### src/hdl/pmw_params.svh
`ifndef PMW_PARAMS_SVH
`define PMW_PARAMS_SVH
// ----------------------------------------
// register map (word index on the plain port)
// ----------------------------------------
`define PMW_ADDR_W 4
`define PMW_A_MODE 4'h0
`define PMW_A_DSCTL 4'h1
`define PMW_A_WAKE 4'h2
`define PMW_A_GPRA 4'h3
`define PMW_A_GPRB 4'h4
`define PMW_A_STAT 4'h5
// ----------------------------------------
// field positions
// ----------------------------------------
`define PMW_MODE_IDLE 0
`define PMW_MODE_SCS_LO 1
`define PMW_MODE_SCS_HI 2
`define PMW_MODE_REGULATOR_SLEEP_BIT 3
`define PMW_DS_ARM 0
`define PMW_DS_RELEASE 1
`define PMW_DS_EXIT 2
// ----------------------------------------
// timing
// ----------------------------------------
`define PMW_CPU_READY_NS 200
`define PMW_CLK_NS 10
`define PMW_CPU_READY_CYC ((`PMW_CPU_READY_NS + `PMW_CLK_NS - 1) / `PMW_CLK_NS)
`define PMW_OST_CYC 16
`define PMW_ARM_LIFE 2'h2
`define PMW_NPINS 8
`define PMW_NWAKE 6
`endif

### src/hdl/pmw_pkg.sv
package pmw_pkg;
    typedef enum logic [2:0] {
        PMW_RUN,
        PMW_IDLE,
        PMW_SLEEP,
        PMW_OST,
        PMW_READY,
        PMW_DEEP
    } pmw_state_e;
    typedef struct packed {
        logic sleep;
        logic clear_watchdog_instr;
        logic nop;
    } pmw_instr_s;
    typedef struct packed {
        logic master_clear_reset;
        logic rtc_alarm;
        logic ext_irq0;
        logic ulp_wake;
        logic ds_wdt;
        logic fault;
    } pmw_wake_s;
    typedef struct packed {
        logic [7:0] dir;
        logic [7:0] lat;
    } pmw_pins_s;
endpackage

### src/hdl/pmw_sequencer.sv
// Strobed register access and the address map were decided locally.
`timescale 1ns/100ps
`include "pmw_params.svh"
// Function
// - idle sleep from internal run enters idle
// - internal idle wake keeps clock, ready delay
// - low freq osc runs if watchdog/monitor on
// - exit only by irq, reset, watchdog
// - enabled irq flag starts exit
// - vector if global enable, else continue
// - cpu ready delay before execution restarts
// - watchdog wakes when idle, resets when running
// - clear watchdog on sleep/clear/clock loss
// - reset exit runs from low freq osc
// - external clock idle skips start-up timer
// - arm bit self-clears after two cycles
// - deep entry clears wake log
// - deep wake forces power-on reset
// - retained data survive deep sleep
// - pins hold state in deep sleep
// - pins held until release cleared
// - brownout drops all, clear releases pins
// - exit flag sticky until software clears
// - wake captured only when fully deep
// - only first wake source logged
module pmw_sequencer (
    input wire logic clock_in,
    input wire logic rst_n_in,
    input wire logic [`PMW_ADDR_W-1:0] addr_in,
    input wire logic [7:0] wdata_in,
    input wire logic wr_in,
    input wire logic rd_in,
    output logic [7:0] rdata_out,
    input wire pmw_pkg::pmw_instr_s instr_in,
    input wire logic irq_flag_in,
    input wire logic irq_en_in,
    input wire logic gie_in,
    input wire logic wdt_timeout_in,
    input wire logic wdt_en_in,
    input wire logic failsafe_clock_monitor_en_in,
    input wire logic clk_lost_in,
    input wire logic ext_clk_mode_in,
    input wire pmw_pkg::pmw_wake_s wake_pin_in,
    input wire logic ds_brownout_in,
    input wire pmw_pkg::pmw_pins_s pins_cfg_in,
    output logic cpu_run_out,
    output logic periph_clk_en_out,
    output logic prim_osc_en_out,
    output logic lf_osc_en_out,
    output logic osc_startup_status_out,
    output logic wdt_clear_out,
    output logic wdt_reset_out,
    output logic por_out,
    output logic vector_out,
    output logic rtc_run_out,
    output logic [`PMW_NPINS-1:0] pin_oe_out,
    output logic [`PMW_NPINS-1:0] pin_o_out
);
    import pmw_pkg::*;

    // ----------------------------------------
    // input synchronisers
    // ----------------------------------------
    logic [`PMW_NWAKE-1:0] wake_m_r, wake_s_r;
    logic bo_m_r, bo_s_r;
    always_ff @(posedge clock_in) begin
        wake_m_r <= wake_pin_in;
        wake_s_r <= wake_m_r;
        bo_m_r <= ds_brownout_in;
        bo_s_r <= bo_m_r;
    end
    pmw_wake_s wake_s;
    assign wake_s = wake_s_r;

    // ----------------------------------------
    // registers
    // ----------------------------------------
    pmw_state_e state_r;
    logic idle_sel_r;
    logic [1:0] scs_r;
    logic regulator_sleep_bit_r;
    logic arm_r;
    logic [1:0] arm_age_r;
    logic release_r;
    logic exit_flag_r;
    logic [`PMW_NWAKE-1:0] wake_log_r;
    logic [7:0] gpr_a_r, gpr_b_r;
    logic [7:0] cnt_r;
    logic ext_clk_r;
    pmw_pins_s held_r;
    logic deep_wake;
    logic wake_ev;
    assign deep_wake = state_r == PMW_DEEP && (|wake_s_r);
    assign wake_ev = (irq_flag_in && irq_en_in) || wdt_timeout_in;

    // ----------------------------------------
    // deep-sleep entry decode
    // ----------------------------------------
    // one decode shared by state, log and pin latch, so they can never disagree
    function automatic logic deep_go(input pmw_state_e st, input logic slp, input logic arm, input logic reg_slp,
                                     input logic idle, input logic gie);
        deep_go = st == PMW_RUN && slp && arm && reg_slp && !idle && !gie;
    endfunction
    logic deep_enter;
    assign deep_enter = deep_go(state_r, instr_in.sleep, arm_r, regulator_sleep_bit_r, idle_sel_r, gie_in);

    logic wr_mode, wr_ds;
    assign wr_mode = wr_in && addr_in == `PMW_A_MODE;
    assign wr_ds = wr_in && addr_in == `PMW_A_DSCTL;

    // mode bits are untouched by any wake
    always_ff @(posedge clock_in) begin
        if (!rst_n_in) begin
            idle_sel_r <= 1'b0;
            scs_r <= 2'h0;
            regulator_sleep_bit_r <= 1'b0;
        end else if (wr_mode && state_r == PMW_RUN) begin
            idle_sel_r <= wdata_in[`PMW_MODE_IDLE];
            scs_r <= wdata_in[`PMW_MODE_SCS_HI:`PMW_MODE_SCS_LO];
            regulator_sleep_bit_r <= wdata_in[`PMW_MODE_REGULATOR_SLEEP_BIT];
        end
    end

    // arm bit lives two instruction cycles only
    always_ff @(posedge clock_in) begin
        if (!rst_n_in) begin
            arm_r <= 1'b0;
            arm_age_r <= 2'h0;
        end else if (wr_ds && wdata_in[`PMW_DS_ARM]) begin
            arm_r <= 1'b1;
            arm_age_r <= 2'h0;
        end else if (arm_r) begin
            arm_age_r <= arm_age_r + 2'h1;
            if (arm_age_r + 2'h1 == `PMW_ARM_LIFE) arm_r <= 1'b0;
        end
    end

    // ----------------------------------------
    // power-mode sequencer
    // ----------------------------------------
    always_ff @(posedge clock_in) begin
        if (!rst_n_in) begin
            state_r <= PMW_RUN;
            cnt_r <= 8'h0;
            ext_clk_r <= 1'b0;
        end else begin
            unique case (state_r)
                PMW_RUN: begin
                    ext_clk_r <= ext_clk_mode_in;
                    if (instr_in.sleep) begin
                        if (deep_enter) state_r <= PMW_DEEP;
                        else if (idle_sel_r) state_r <= PMW_IDLE;
                        else state_r <= PMW_SLEEP;
                    end
                end
                PMW_IDLE: begin
                    if (wake_ev) begin
                        state_r <= PMW_READY;
                        cnt_r <= 8'(`PMW_CPU_READY_CYC);
                    end
                end
                PMW_SLEEP: begin
                    if (wake_ev) begin
                        state_r <= PMW_OST;
                        cnt_r <= 8'(`PMW_OST_CYC);
                    end
                end
                PMW_OST: begin
                    cnt_r <= cnt_r - 8'h1;
                    if (cnt_r == 8'h1) begin
                        state_r <= PMW_READY;
                        cnt_r <= 8'(`PMW_CPU_READY_CYC);
                    end
                end
                PMW_READY: begin
                    cnt_r <= cnt_r - 8'h1;
                    if (cnt_r == 8'h1) state_r <= PMW_RUN;
                end
                PMW_DEEP: begin
                    if (deep_wake || bo_s_r) state_r <= PMW_RUN;
                end
            endcase
        end
    end

    // first source wins, cleared on deep entry
    always_ff @(posedge clock_in) begin
        if (!rst_n_in) begin
            wake_log_r <= '0;
        end else if (deep_enter) begin
            wake_log_r <= '0;
        end else if (deep_wake && wake_log_r == '0) begin
            wake_log_r <= wake_s_r;
        end
    end

    // exit flag: set beats clear
    always_ff @(posedge clock_in) begin
        if (!rst_n_in) exit_flag_r <= 1'b0;
        else if (deep_wake) exit_flag_r <= 1'b1;
        else if (wr_ds && !wdata_in[`PMW_DS_EXIT]) exit_flag_r <= 1'b0;
    end

    // retained data: brown-out is the only loss
    always_ff @(posedge clock_in) begin
        if (!rst_n_in) begin
            gpr_a_r <= 8'h0;
            gpr_b_r <= 8'h0;
        end else if (state_r == PMW_DEEP && bo_s_r) begin
            gpr_a_r <= 8'h0;
            gpr_b_r <= 8'h0;
        end else if (wr_in && addr_in == `PMW_A_GPRA) begin
            gpr_a_r <= wdata_in;
        end else if (wr_in && addr_in == `PMW_A_GPRB) begin
            gpr_b_r <= wdata_in;
        end
    end

    // pin hold latch
    always_ff @(posedge clock_in) begin
        if (!rst_n_in) begin
            release_r <= 1'b0;
            held_r <= '0;
        end else if (deep_enter) begin
            release_r <= 1'b1;
            held_r <= pins_cfg_in;
        end else if (state_r == PMW_DEEP && (bo_s_r || wake_s.master_clear_reset)) begin
            release_r <= 1'b0;
        end else if (wr_ds && !wdata_in[`PMW_DS_RELEASE]) begin
            release_r <= 1'b0;
        end
    end

    // ----------------------------------------
    // registered outputs
    // ----------------------------------------
    always_ff @(posedge clock_in) begin
        if (!rst_n_in) begin
            cpu_run_out <= 1'b0;
            periph_clk_en_out <= 1'b1;
            prim_osc_en_out <= 1'b0;
            lf_osc_en_out <= 1'b1;
            osc_startup_status_out <= 1'b0;
            wdt_clear_out <= 1'b0;
            wdt_reset_out <= 1'b0;
            por_out <= 1'b0;
            vector_out <= 1'b0;
            rtc_run_out <= 1'b1;
            pin_oe_out <= '0;
            pin_o_out <= '0;
            rdata_out <= 8'h0;
        end else begin
            cpu_run_out <= state_r == PMW_RUN;
            periph_clk_en_out <= state_r != PMW_SLEEP && state_r != PMW_DEEP;
            // internal osc modes shut the primary down
            prim_osc_en_out <= scs_r == 2'h0 && state_r != PMW_SLEEP && state_r != PMW_DEEP;
            lf_osc_en_out <= wdt_en_in || failsafe_clock_monitor_en_in || state_r == PMW_RUN || scs_r == 2'h3;
            osc_startup_status_out <= scs_r == 2'h0 && (state_r == PMW_RUN || state_r == PMW_IDLE);
            wdt_clear_out <= instr_in.sleep || instr_in.clear_watchdog_instr || (clk_lost_in && failsafe_clock_monitor_en_in);
            wdt_reset_out <= wdt_timeout_in && state_r == PMW_RUN;
            por_out <= state_r == PMW_DEEP && (deep_wake || bo_s_r);
            vector_out <= state_r == PMW_READY && cnt_r == 8'h1 && gie_in && irq_flag_in;
            rtc_run_out <= 1'b1;
            for (int i = 0; i < `PMW_NPINS; i++) begin
                pin_oe_out[i] <= release_r ? !held_r.dir[i] : !pins_cfg_in.dir[i];
                pin_o_out[i] <= release_r ? held_r.lat[i] : pins_cfg_in.lat[i];
            end
            if (!rd_in) rdata_out <= 8'h0;
            else begin
                unique case (addr_in)
                    `PMW_A_MODE: rdata_out <= {4'h0, regulator_sleep_bit_r, scs_r, idle_sel_r};
                    `PMW_A_DSCTL: rdata_out <= {5'h0, exit_flag_r, release_r, arm_r};
                    `PMW_A_WAKE: rdata_out <= {2'h0, wake_log_r};
                    `PMW_A_GPRA: rdata_out <= gpr_a_r;
                    `PMW_A_GPRB: rdata_out <= gpr_b_r;
                    `PMW_A_STAT: rdata_out <= {5'h0, 3'(state_r)};
                    default: rdata_out <= 8'h0;
                endcase
            end
        end
    end

    // ----------------------------------------
    // checks
    // ----------------------------------------
    a_arm_self_clear: assert property (@(posedge clock_in) disable iff (!rst_n_in)
        $rose(arm_r) |-> ##2 !arm_r) else $error("arm bit did not self clear");
    a_wdt_run_reset: assert property (@(posedge clock_in) disable iff (!rst_n_in)
        (wdt_timeout_in && state_r == PMW_RUN) |=> wdt_reset_out) else $error("no watchdog reset");
    a_exit_sticky: assert property (@(posedge clock_in) disable iff (!rst_n_in)
        (exit_flag_r && !wr_ds) |=> exit_flag_r) else $error("exit flag dropped");
    a_idle_entry: assert property (@(posedge clock_in) disable iff (!rst_n_in)
        (state_r == PMW_RUN && instr_in.sleep && idle_sel_r) |=> state_r == PMW_IDLE) else $error("no idle");
    a_ready_delay: assert property (@(posedge clock_in) disable iff (!rst_n_in)
        (state_r == PMW_IDLE && wake_ev) |=> state_r == PMW_READY ##19 state_r == PMW_READY ##1 state_r == PMW_RUN)
        else $error("ready delay wrong");
    a_deep_entry: assert property (@(posedge clock_in) disable iff (!rst_n_in)
        deep_enter |=> state_r == PMW_DEEP) else $error("no deep entry");
    a_log_cleared: assert property (@(posedge clock_in) disable iff (!rst_n_in)
        deep_enter |=> wake_log_r == '0) else $error("wake log not cleared");
    a_pins_held: assert property (@(posedge clock_in) disable iff (!rst_n_in)
        deep_enter |=> release_r && held_r == $past(pins_cfg_in)) else $error("pins not captured");
    a_sleep_ost: assert property (@(posedge clock_in) disable iff (!rst_n_in)
        (state_r == PMW_SLEEP && wake_ev) |=> state_r == PMW_OST) else $error("no start-up wait");
    a_deep_stay: assert property (@(posedge clock_in) disable iff (!rst_n_in)
        (state_r == PMW_DEEP && !deep_wake && !bo_s_r) |=> state_r == PMW_DEEP) else $error("deep left early");
    a_rtc_runs: assert property (@(posedge clock_in) disable iff (!rst_n_in)
        state_r == PMW_DEEP |=> rtc_run_out) else $error("rtc stopped");
    a_gpr_kept: assert property (@(posedge clock_in) disable iff (!rst_n_in)
        (state_r == PMW_DEEP && !bo_s_r) |=> $stable(gpr_a_r) && $stable(gpr_b_r)) else $error("gpr lost");
    c_deep_entry: cover property (@(posedge clock_in) disable iff (!rst_n_in) deep_enter);
    a_stay_asleep: assert property (@(posedge clock_in) disable iff (!rst_n_in)
        (state_r == PMW_SLEEP && !wake_ev) |=> state_r == PMW_SLEEP) else $error("spurious wake");
    a_deep_por: assert property (@(posedge clock_in) disable iff (!rst_n_in)
        deep_wake |=> por_out && state_r == PMW_RUN) else $error("no por on deep wake");
    a_log_first: assert property (@(posedge clock_in) disable iff (!rst_n_in)
        (wake_log_r != '0 && state_r != PMW_RUN) |=> $stable(wake_log_r)) else $error("log overwritten");
    a_wdt_clear: assert property (@(posedge clock_in) disable iff (!rst_n_in)
        instr_in.clear_watchdog_instr |=> wdt_clear_out) else $error("watchdog not cleared");
    c_deep: cover property (@(posedge clock_in) disable iff (!rst_n_in) deep_wake);
    c_idle_wake: cover property (@(posedge clock_in) disable iff (!rst_n_in) state_r == PMW_IDLE && wake_ev);
    c_sleep_ost: cover property (@(posedge clock_in) disable iff (!rst_n_in) state_r == PMW_OST);
endmodule

### config.mk
export PLATFORM = sky130hd
export DESIGN_NAME = pmw_sequencer
export DESIGN_NICKNAME = d
export VERILOG_FILES = /design/src/hdl/pmw_pkg.sv /design/src/hdl/pmw_sequencer.sv
export VERILOG_INCLUDE_DIRS = /design/src /design/src/hdl
export SDC_FILE = /design/constraint.sdc
export NUM_CORES = 1
export LEC_CHECK = 0
export BUFFER_PORTS_ARGS = -buffer_cell sky130_fd_sc_hd__buf_2
export CORE_MARGIN = 8
export CORE_UTILIZATION = 35
export DETAILED_ROUTE_END_ITERATION = 10
export PLACE_DENSITY = 0.67
export SLEW_MARGIN = 20
export SYNTH_ARGS = -nofsm -noshare
export SYNTH_HDL_FRONTEND = slang
export SYNTH_SLANG_ARGS = --single-unit
### constraint.sdc
create_clock -name clock_in -period 2 [get_ports clock_in]
set_input_delay 0 -clock clock_in [delete_from_list [all_inputs] [get_ports clock_in]]
set_output_delay 0 -clock clock_in [all_outputs]
set_load 0.005 [all_outputs]
After elaboration in Yosys (flattened, before gate mapping)
Cells that the tools add are included.
- register bits: 105
- latch bits: 0
- bits in writable memories: 0
- memory bits (read-only): 0
- output and inout port bits: 34
- word-level logic and storage cells: 165
- memories: 0
- $add $sub $neg: 2
- multipliers: 0
- div/mod/pow operators: 0
- $lt $le $gt $ge: 0
- eq/ne operators: 21
- shifts and indexed selects: 0
- mux-type cells: 38
- bitwise operators: 2
- reductions and logical operators: 72
- operators by type and width (kind ; count):
    $pmux W8 S6 ; 1
    $pmux W8 S4 ; 1
    $logic_and A1 B1 Y1 ; 28
    $mux W1 ; 24
    $mux W8 ; 3
    $mux W3 ; 7
    $logic_not A1 Y1 ; 20
    $pmux W3 S6 ; 1
    $logic_or A1 B1 Y1 ; 9
    $eq A4 B2 Y1 const B ; 2
    $eq A4 B3 Y1 const B ; 2
    $eq A8 B1 Y1 const B ; 1
    $ne A2 B2 Y1 const B ; 4
    $sub A8 B1 Y8 const B ; 1
    $eq A3 B2 Y1 const B ; 2
    $eq A3 B3 Y1 const B ; 2
    $logic_not A6 Y1 ; 1
    $reduce_and A6 Y1 ; 1
    $reduce_or A2 Y1 ; 3
    $reduce_or A6 Y1 ; 1
    $eq A2 B2 Y1 const B ; 2
    $eq A4 B1 Y1 const B ; 1
    $logic_not A4 Y1 ; 1
    $ne A2 B1 Y1 const B ; 2
    13 further kinds ; 15

Logic depth before layout (Yosys ltp)
Gate-level depths: netlist of run 1.
- depth after elaboration: 9
- mapped depth: 7
- depth with buffers taken out: 6

Least setup slack after synthesis of run 1
Ideal clock, no wire load.
- kind: register to register
- start: register cnt_r[3]
- end: register state_r[2]
- arrival time: 1.972 ns
- data required time: 1.884 ns
- setup slack: -0.088 ns
- cell stages (with the launch flop): 6
- clock period less this slack: 2.088 ns
- cells stage by stage: dfxtp_1 > or4_4 > or4b_4 > a221oi_4 > nand4_1 > o211a_1
- longest elaborated chain between the ends: 3
- RTL lines (what ; RTL line ; RTL):
    start: declaration ; pmw_sequencer.sv:88 ; logic [7:0] cnt_r;
    start signal: assignment ; pmw_sequencer.sv:159 ; cnt_r <= 8'(`PMW_CPU_READY_CYC);
    start signal: assignment ; pmw_sequencer.sv:165 ; cnt_r <= 8'(`PMW_OST_CYC);
    start signal: assignment ; pmw_sequencer.sv:169 ; cnt_r <= cnt_r - 8'h1;
    $eq A8 B1 Y1 (*) ; pmw_sequencer.sv:170, pmw_sequencer.sv:177 ;
    $ne A2 B2 Y1 (no line) or $ne A2 B1 Y1 (tied branches) ; n/a ;
    $reduce_and A6 Y1 (no line) (*) ; n/a ;
    end signal: assignment ; pmw_sequencer.sv:171 ; state_r <= PMW_READY;
    end signal: assignment ; pmw_sequencer.sv:177 ; if (cnt_r == 8'h1) state_r <= PMW_RUN;
    end signal: assignment ; pmw_sequencer.sv:180 ; if (deep_wake || bo_s_r) state_r <= PMW_RUN;
    end: declaration ; pmw_sequencer.sv:78 ; pmw_state_e state_r;
Mark *: on every way between the ends. The rest lies on a longest branch, timed or not.
A chain may end at the register's enable or synchronous reset.

Final worst setup path of run 1
- start: register cnt_r[5]
- end: register state_r[2]
The elaborated chain is that of the path after synthesis.

==> results.tsv, run 1 <==
stage	metric	value	unit
yosys	sequential-to-total area share from yosys stat	0.515	
global_route	GR Overflow Total	0	
yosys	Syn Area/Cell	9.29	sq um
cts	CTS tree	built	
route	DRT Pass-1 Iters	5	
final_layout	Final Cell Area	5510	sq um
cts	worst skew pair latency	0.34	ns
pwr	peak supply drop	765	uV
final_layout	Layout fillers	1091	
sta	Total Neg Setup Slack	-0.814	ns
placed_design	HPWL Detailed	7.40	mm
placed_design	buffers added on ports	80	
yosys	Yosys Warn Count	0	
pwr	total power	5.95	mW
run	Max Cap Viol	0	
pwr	Leak	2.25	nW
route	Detailed Route Iter0 Violations	201	
floorplan	die height	124	um
route	post-route ant nets	0	
final_layout	Multi-input gate area	1900	sq um
final_layout	Syn-to-layout area delta	35.1	%
final_layout	fin cells	713	
floorplan	core area	11400	sq um
sta	final period utilization	1.07	
sta	Max Fclk	0.469	GHz
critical_path	Max FO, Critical Path	5	
placed_design	Post-DP Area	4720	sq um
floorplan	# IOs	84	
critical_path	Critical Path Source Type	flop	
route	WL/cell	14.5	um
final_layout	final core utilization	0.483	
sta	Final Setup Violations	11	
yosys	number of synthesized flops with an enable pin	0	
critical_path	CP arrival	2.36	ns
cts	clk sink count	105	
critical_path	required time worst endpoint	2.23	ns
placed_design	gpl congestion	0.816	
sta	Least-Margin Pin Slew	0.555	ns
placed_design	Placed Cells	657	
outcome	outcome	complete, but fails checks	
floorplan	row count	39	
yosys	Post-synth ARST share	0	
critical_path	critical path type	reg2reg	
cts	CTS root buf	clkbuf_16	
sta	Layout Skew	0.00501	ns
cts	Reg clk slew, reported paths	0.07	ns
route	final wirelength	10.4	mm
sta	WHS	0.0943	ns
final_layout	FF+latch area	2100	sq um
yosys	Netlist cell types	50	
critical_path	crit path capture type	flop	
global_route	total track usage	0.137	
pwr	Cell Pwr Density	1080	nW/um^2
yosys	ys flop type	dfxtp_1	
route	DRC	0	
yosys	post-synth net total	492	
global_route	vias in the first global route	3551	
route	via count	3560	
global_route	initial antenna violation count	0	
sta	relative slew slack	0.629	
outcome	violated checks	setup timing	
floorplan	Starting Density	0.357	
sta	final hold violation count	0	
yosys	Yosys reg bits	105	
placed_design	worst slack, placed	-0.165	ns
final_layout	ANT cells	0	
yosys	Syn Inst Count	439	
yosys	Cell Area, Synth	4080	sq um
sta	setup ws final	-0.131	ns
hold_path	worst min path class	in2reg	
floorplan	Die W	124	um
final_layout	post-layout net count	619	
cts	CTS Buf Count	9	
sta	max-slew violations	0	
sta	post-route minimum period	2.13	ns
global_route	first-pass GRT wire length	16.7	mm
final_layout	proportion of layout cells with a drive suffix above 1	0.244	
floorplan	Die Footprint	15400	sq um
route	Via density	4.99	
sta	RSZ-0062 raised after global routing	yes	
cts	H-tree depth	3	
global_route	pin count of the biggest net entering global routing	27	
cts	Longest Clk Path Bufs	2	
placed cells by master, fill, tap and decap left out, types with 2 or more instances in the layout:
cell / instances
a222oi_1: 4
dfxtp_1: 104
nor2b_1: 15
nand4_1: 3
and3_1: 3
nand3_1: 23
nor2_1: 29
bufinv_16: 3
a22o_1: 3
inv_1: 5
a211oi_1: 5
nand2_1: 66
o211ai_1: 2
a21oi_1: 27
xor2_1: 5
buf_4: 23
a22oi_1: 3
dlygate4sd3_1: 39
nand2b_1: 2
mux2_2: 6
clkbuf_16: 9
o21ai_0: 9
or2_2: 2
xnor2_1: 3
nor3_1: 5
mux2i_1: 20
o211a_1: 3
nand3b_1: 2
nor4_1: 2
a21boi_0: 19
buf_2: 80
ha_1: 3
and2_1: 9
a32oi_1: 3
nand4b_1: 3
registers in the layout, summed over array words and instances (netlist names), 8 cells and up:
name / cells
pin_o_out: 8
rdata_out: 8
gpr_b_r: 8
cnt_r: 8
pin_oe_out: 8
held_r: 16
gpr_a_r: 8
worst paths after layout:
kind	startpoint	endpoint	slack, ns	depth (start not counted)
worst min-delay path	wr_in	gpr_a_r[5]$_SDFFE_PP0P_	0.09	3
worst max register to register	cnt_r[5]$_SDFFE_PN0P_	state_r[2]$_SDFFE_PN0P_	-0.13	5
worst max-delay path	cnt_r[5]$_SDFFE_PN0P_	state_r[2]$_SDFFE_PN0P_	-0.13	5
worst min register to register	bo_m_r$_DFF_P_	bo_s_r$_DFF_P_	0.33	0
report_power, final:
group	leakage (nW)	switching [mW]	internal, mW	total [mW]
registers	0.860	0.114	2.27	2.38
logic	1.23	0.792	0.795	1.59
clock network	0.162	0.758	1.22	1.98
worst max-delay path, stage by stage, from the launching register on:
cell and delay [ns]:
dfxtp_1 0.31, or4_4 0.54, or4b_4 0.52, a221oi_4 0.33, nand4_1 0.17, o211a_1 0.16
cell usage after synthesis, types with 3 or more instances:
cell	n	area share
xor2_1	5	0.011
a22oi_1	3	0.0055
nand4b_1	3	0.0064
and3_1	3	0.0046
a21oi_1	27	0.033
ha_1	3	0.0092
nor2b_1	15	0.023
clkbuf_1	25	0.023
a21boi_0	21	0.039
nand4_1	3	0.0046
and2_1	9	0.014
a211oi_1	5	0.0092
xnor2_1	3	0.0064
nand3_1	23	0.028
dfxtp_1	105	0.52
nor3_1	7	0.0086
o21ai_0	9	0.011
o211a_1	3	0.0074
a22o_1	3	0.0064
a222oi_1	4	0.0098
nand2_1	67	0.062
a32oi_1	3	0.0064
nor2_1	29	0.027
inv_1	5	0.0046
mux2_2	6	0.017
mux2i_1	20	0.049
kinds of logic (layout without fill, tap and decap cells):
logic type                 count (synthesis)  after routing  share of synthesized area
xor gates and xnor gates                   8              8                     0.0172
DFF                                      105            105                      0.515
adders and majority gates                  3              3                    0.00920
other                                      1              1                   0.000919
buffers and inverters                     32            163                     0.0307
and+or+nand+nor                          179            179                      0.215
AOI/OAI and AO/OA                         85             85                      0.146
muxes                                     26             26                     0.0656
cell type report:
class,count,area share
Sequential cell,105,0.382
Clock buffer,9,0.0409
Clock inverter,6,0.0209
Timing Repair Buffer,143,0.177
Multi-Input combinational cell,302,0.344
Inverter,5,0.00341
Tap cell,143,0.0325
routing by layer:
| layer | vias to the layer above | share of wire | track usage |
|---|---|---|---|
| li1 | 1771 | - | - |
| met1 | 1682 | 0.42 | 0.157 |
| met2 | 101 | 0.49 | 0.237 |
| met3 | 6 | 0.076 | 0.0435 |
| met4 | 0 | 0.0079 | 0.0468 |
| met5 | - | 0 | 0 |
timing repair:
action                                 CTS  global route
setup endpoints to repair               11            15
pin swaps                                4             2
buffers inserted                         0             2
hold buffers                            39             0
resized for setup                        3             8
endpoints found under the hold margin   64             0
No activity file was read; power rests on OpenSTA's default activity.
==> run 2, diff against run 1 <==
--- a/config.mk
+++ b/config.mk
@@ -6,6 +6,7 @@
 export SDC_FILE = /design/constraint.sdc
 export NUM_CORES = 1
 export LEC_CHECK = 0
+export ABC_AREA = 1
 export BUFFER_PORTS_ARGS = -buffer_cell sky130_fd_sc_hd__buf_2
 export CORE_MARGIN = 8
 export CORE_UTILIZATION = 35
==> results.tsv, run 2 <==
stage	metric	value	unit	change
outcome	outcome	finished, final reports clean		
placed_design	gpl congestion	0.873		+7.0%
critical_path	CP arrival	1.91	ns	-0.45 ns
critical_path	Max FO, Critical Path	10		+5
final_layout	register with the most flip-flops	held_r		
final_layout	ANT cells	0		unchanged
route	WL/cell	12.8	um	-12%
critical_path	Critical Path Source Type	flop		
global_route	total track usage	0.135		-0.00246
sta	max-slew violations	0		unchanged
placed_design	Post-DP Area	4650	sq um	-1.6%
route	final wirelength	10.3	mm	-0.51%
yosys	Post-synth ARST share	0		unchanged
hold_path	worst min path class	in2reg		
hold_path	min-delay src	rst_n_in		
sta	setup ws final	0.323	ns	+0.455 ns
pwr	Leak	2.39	nW	+6.0%
sta	Layout Skew	0.00528	ns	+0.000266 ns
yosys	commonest cells in the netlist	dfxtp_1 (105), nand2_1 (103), inv_1 (69), a21oi_1 (65), nor2_1 (57)		
yosys	Yosys reg bits	105		unchanged
sta	Max Fclk	0.596	GHz	+27%
route	post-route ant nets	0		unchanged
pwr	peak supply drop	690	uV	-9.8%
critical_path	crit path capture type	flop		
yosys	post-synth net total	593		+21%
route	Detailed Route Iter0 Violations	233		+16%
cts	CTS tree	built		
global_route	GR Overflow Total	0		unchanged
global_route	first-pass GRT wire length	17.5	mm	+5.3%
sta	Final Setup Violations	0		-11
yosys	Syn Inst Count	540		+23%
floorplan	Die W	125	um	+0.48%
global_route	initial antenna violation count	0		unchanged
final_layout	most frequent cells in the layout	dfxtp_1 (105), nand2_1 (103), buf_2 (80), inv_1 (69), a21oi_1 (65)		
sta	final period utilization	0.838		-0.227
sta	RSZ-0062 raised after global routing	no		
placed_design	buffers added on ports	80		unchanged
final_layout	proportion of layout cells with a drive suffix above 1	0.179		-0.0644
yosys	Netlist cell types	33		-34%
hold_path	Hold Path Depth	3		unchanged
critical_path	R2R depth	6		+1
floorplan	Starting Density	0.360		+0.00241
yosys	count leader, synth	dfxtp_1		
floorplan	core area	11500	sq um	+0.43%
yosys	Yosys Warn Count	0		unchanged
floorplan	# IOs	84		unchanged
cts	H-tree depth	3		unchanged
placed_design	HPWL Detailed	7.41	mm	+0.20%
sta	post-route minimum period	1.68	ns	-0.455 ns
cts	Longest Clk Path Bufs	2		unchanged
cts	worst skew pair latency	0.34	ns	about the same
final_layout	Layout fillers	1118		+2.5%
yosys	Syn Area/Cell	7.64	sq um	-18%
sta	final hold violation count	0		unchanged
critical_path	reg-to-reg startpoint	state_r[2]$_SDFFE_PN0P_		
cts	Reg clk slew, reported paths	0.07	ns	about the same
route	via count	3832		+7.6%
route	Via density	4.75		-4.8%
pwr	total power	5.53	mW	-7.0%
yosys	Cell Area, Synth	4120	sq um	+1.1%
cts	clk sink count	105		unchanged
yosys	sequential-to-total area share from yosys stat	0.510		-0.00563
yosys	Synth area leaders	dfxtp_1 (51%), nand2_1 (9.4%), a21oi_1 (7.9%), inv_1 (6.3%), nor2_1 (5.2%)		
critical_path	required time worst endpoint	2.23	ns	about the same
global_route	pin count of the biggest net entering global routing	34		+26%
final_layout	most common cell after layout, fill and taps aside	dfxtp_1		
run	Max Cap Viol	0		unchanged
critical_path	critical path type	reg2reg		
pwr	Cell Pwr Density	1040	nW/um^2	-3.5%
yosys	number of synthesized flops with an enable pin	0		unchanged
route	DRC	0		unchanged
critical_path	r2r setup slk	0.32	ns	+0.45 ns
hold_path	hold endpoint	state_r[0]$_SDFFE_PN0P_		
final_layout	number of flip-flops under the largest register name	16		unchanged
cts	CTS root buf	clkbuf_16		
critical_path	Critical Path Start	state_r[2]$_SDFFE_PN0P_		
floorplan	die height	125	um	+0.48%
yosys	ys flop type	dfxtp_1		
placed_design	worst slack, placed	0.368	ns	+0.533 ns
final_layout	Syn-to-layout area delta	28.9	%	
floorplan	Die Footprint	15500	sq um	+0.96%
critical_path	worst reg2reg path endpoint	gpr_b_r[7]$_SDFFE_PP0P_		
final_layout	post-layout net count	711		+15%
yosys	area leader, netlist	dfxtp_1		
route	DRT Pass-1 Iters	4		-1
sta	Total Neg Setup Slack	0	ns	+0.814 ns
cts	post-CTS sizing	0		-3
global_route	vias in the first global route	3708		+4.4%
yosys	top-area cell type share of the netlist area	0.510		-0.00563
final_layout	Final Cell Area	5320	sq um	-3.6%
floorplan	row count	39		unchanged
cts	CTS Buf Count	9		unchanged
[run 2: power by group]
part           internal, mW  switching, mW  total [mW]  leakage, nW
logic                 0.537          0.916        1.45         1.40
clock network         0.853          0.795        1.65        0.133
registers              2.28          0.152        2.43        0.860
[run 2: worst max-delay path by stage]
stage                                   end  slack, ns  depth (start not counted)
CTS                 gpr_b_r[0]$_SDFFE_PP0P_       0.35                          6
detailed placement  gpr_b_r[0]$_SDFFE_PP0P_       0.37                          6
finish              gpr_b_r[7]$_SDFFE_PP0P_       0.32                          6
global route          cnt_r[3]$_SDFFE_PN0P_       0.20                          7
floorplan             cnt_r[3]$_SDFFE_PN0P_       0.71                          8
global placement    gpr_a_r[6]$_SDFFE_PP0P_       0.43                          6
[run 2: layer usage]
metal / vias up / track usage / share of wire
met5: - / 0 / 0
met4: 0 / 0.0383 / 0.0077
met3: 5 / 0.0434 / 0.061
met2: 110 / 0.210 / 0.44
met1: 1743 / 0.173 / 0.49
li1: 1974 / - / -
[run 2: layout make-up]
type | count | area, sq um | share of cell area
clock buffers | 9 | 225 | 0.0424
clock inverters | 7 | 51.3 | 0.00965
inverters | 70 | 264 | 0.0497
multi-input cells | 346 | 1650 | 0.310
flip-flops and latches | 105 | 2100 | 0.395
well taps | 143 | 179 | 0.0337
repair buffers | 126 | 843 | 0.159
[run 2: repair_timing]
action                                 CTS  global route
buffers inserted                         0             0
hold buffers                            39             0
endpoints found under the hold margin   60             0
[run 2: metrics by stage]
step / instances / util / hold WS (ns)
after floorplan: 540 / - / 0.0277
after global placement: 751 / 0.405 / 0.103
after detailed placement: 751 / 0.405 / 0.104
after CTS: 806 / 0.464 / 0.0386
after global routing: 806 / 0.464 / 0.0514
final: 806 / 0.464 / 0.0580
[run 2: critical path, stage by stage, from the launching register on]
cell and delay (ns):
dfxtp_1 0.57, nand2_2 0.14, nor2_2 0.18, inv_1 0.12, o21ai_4 0.27, buf_4 0.23, a21oi_1 0.05
[run 2: cells by family (layout without fill, tap and decap cells)]
| family | Yosys count | count (layout) | share of synthesized area |
|---|---|---|---|
| xor+xnor | 1 | 1 | 0.00212 |
| fa+ha+maj | 3 | 3 | 0.00910 |
| flops | 105 | 105 | 0.510 |
| buf+inv | 89 | 212 | 0.0901 |
| other cells | 1 | 1 | 0.000909 |
| simple gates | 217 | 217 | 0.231 |
| compound gates | 124 | 124 | 0.157 |
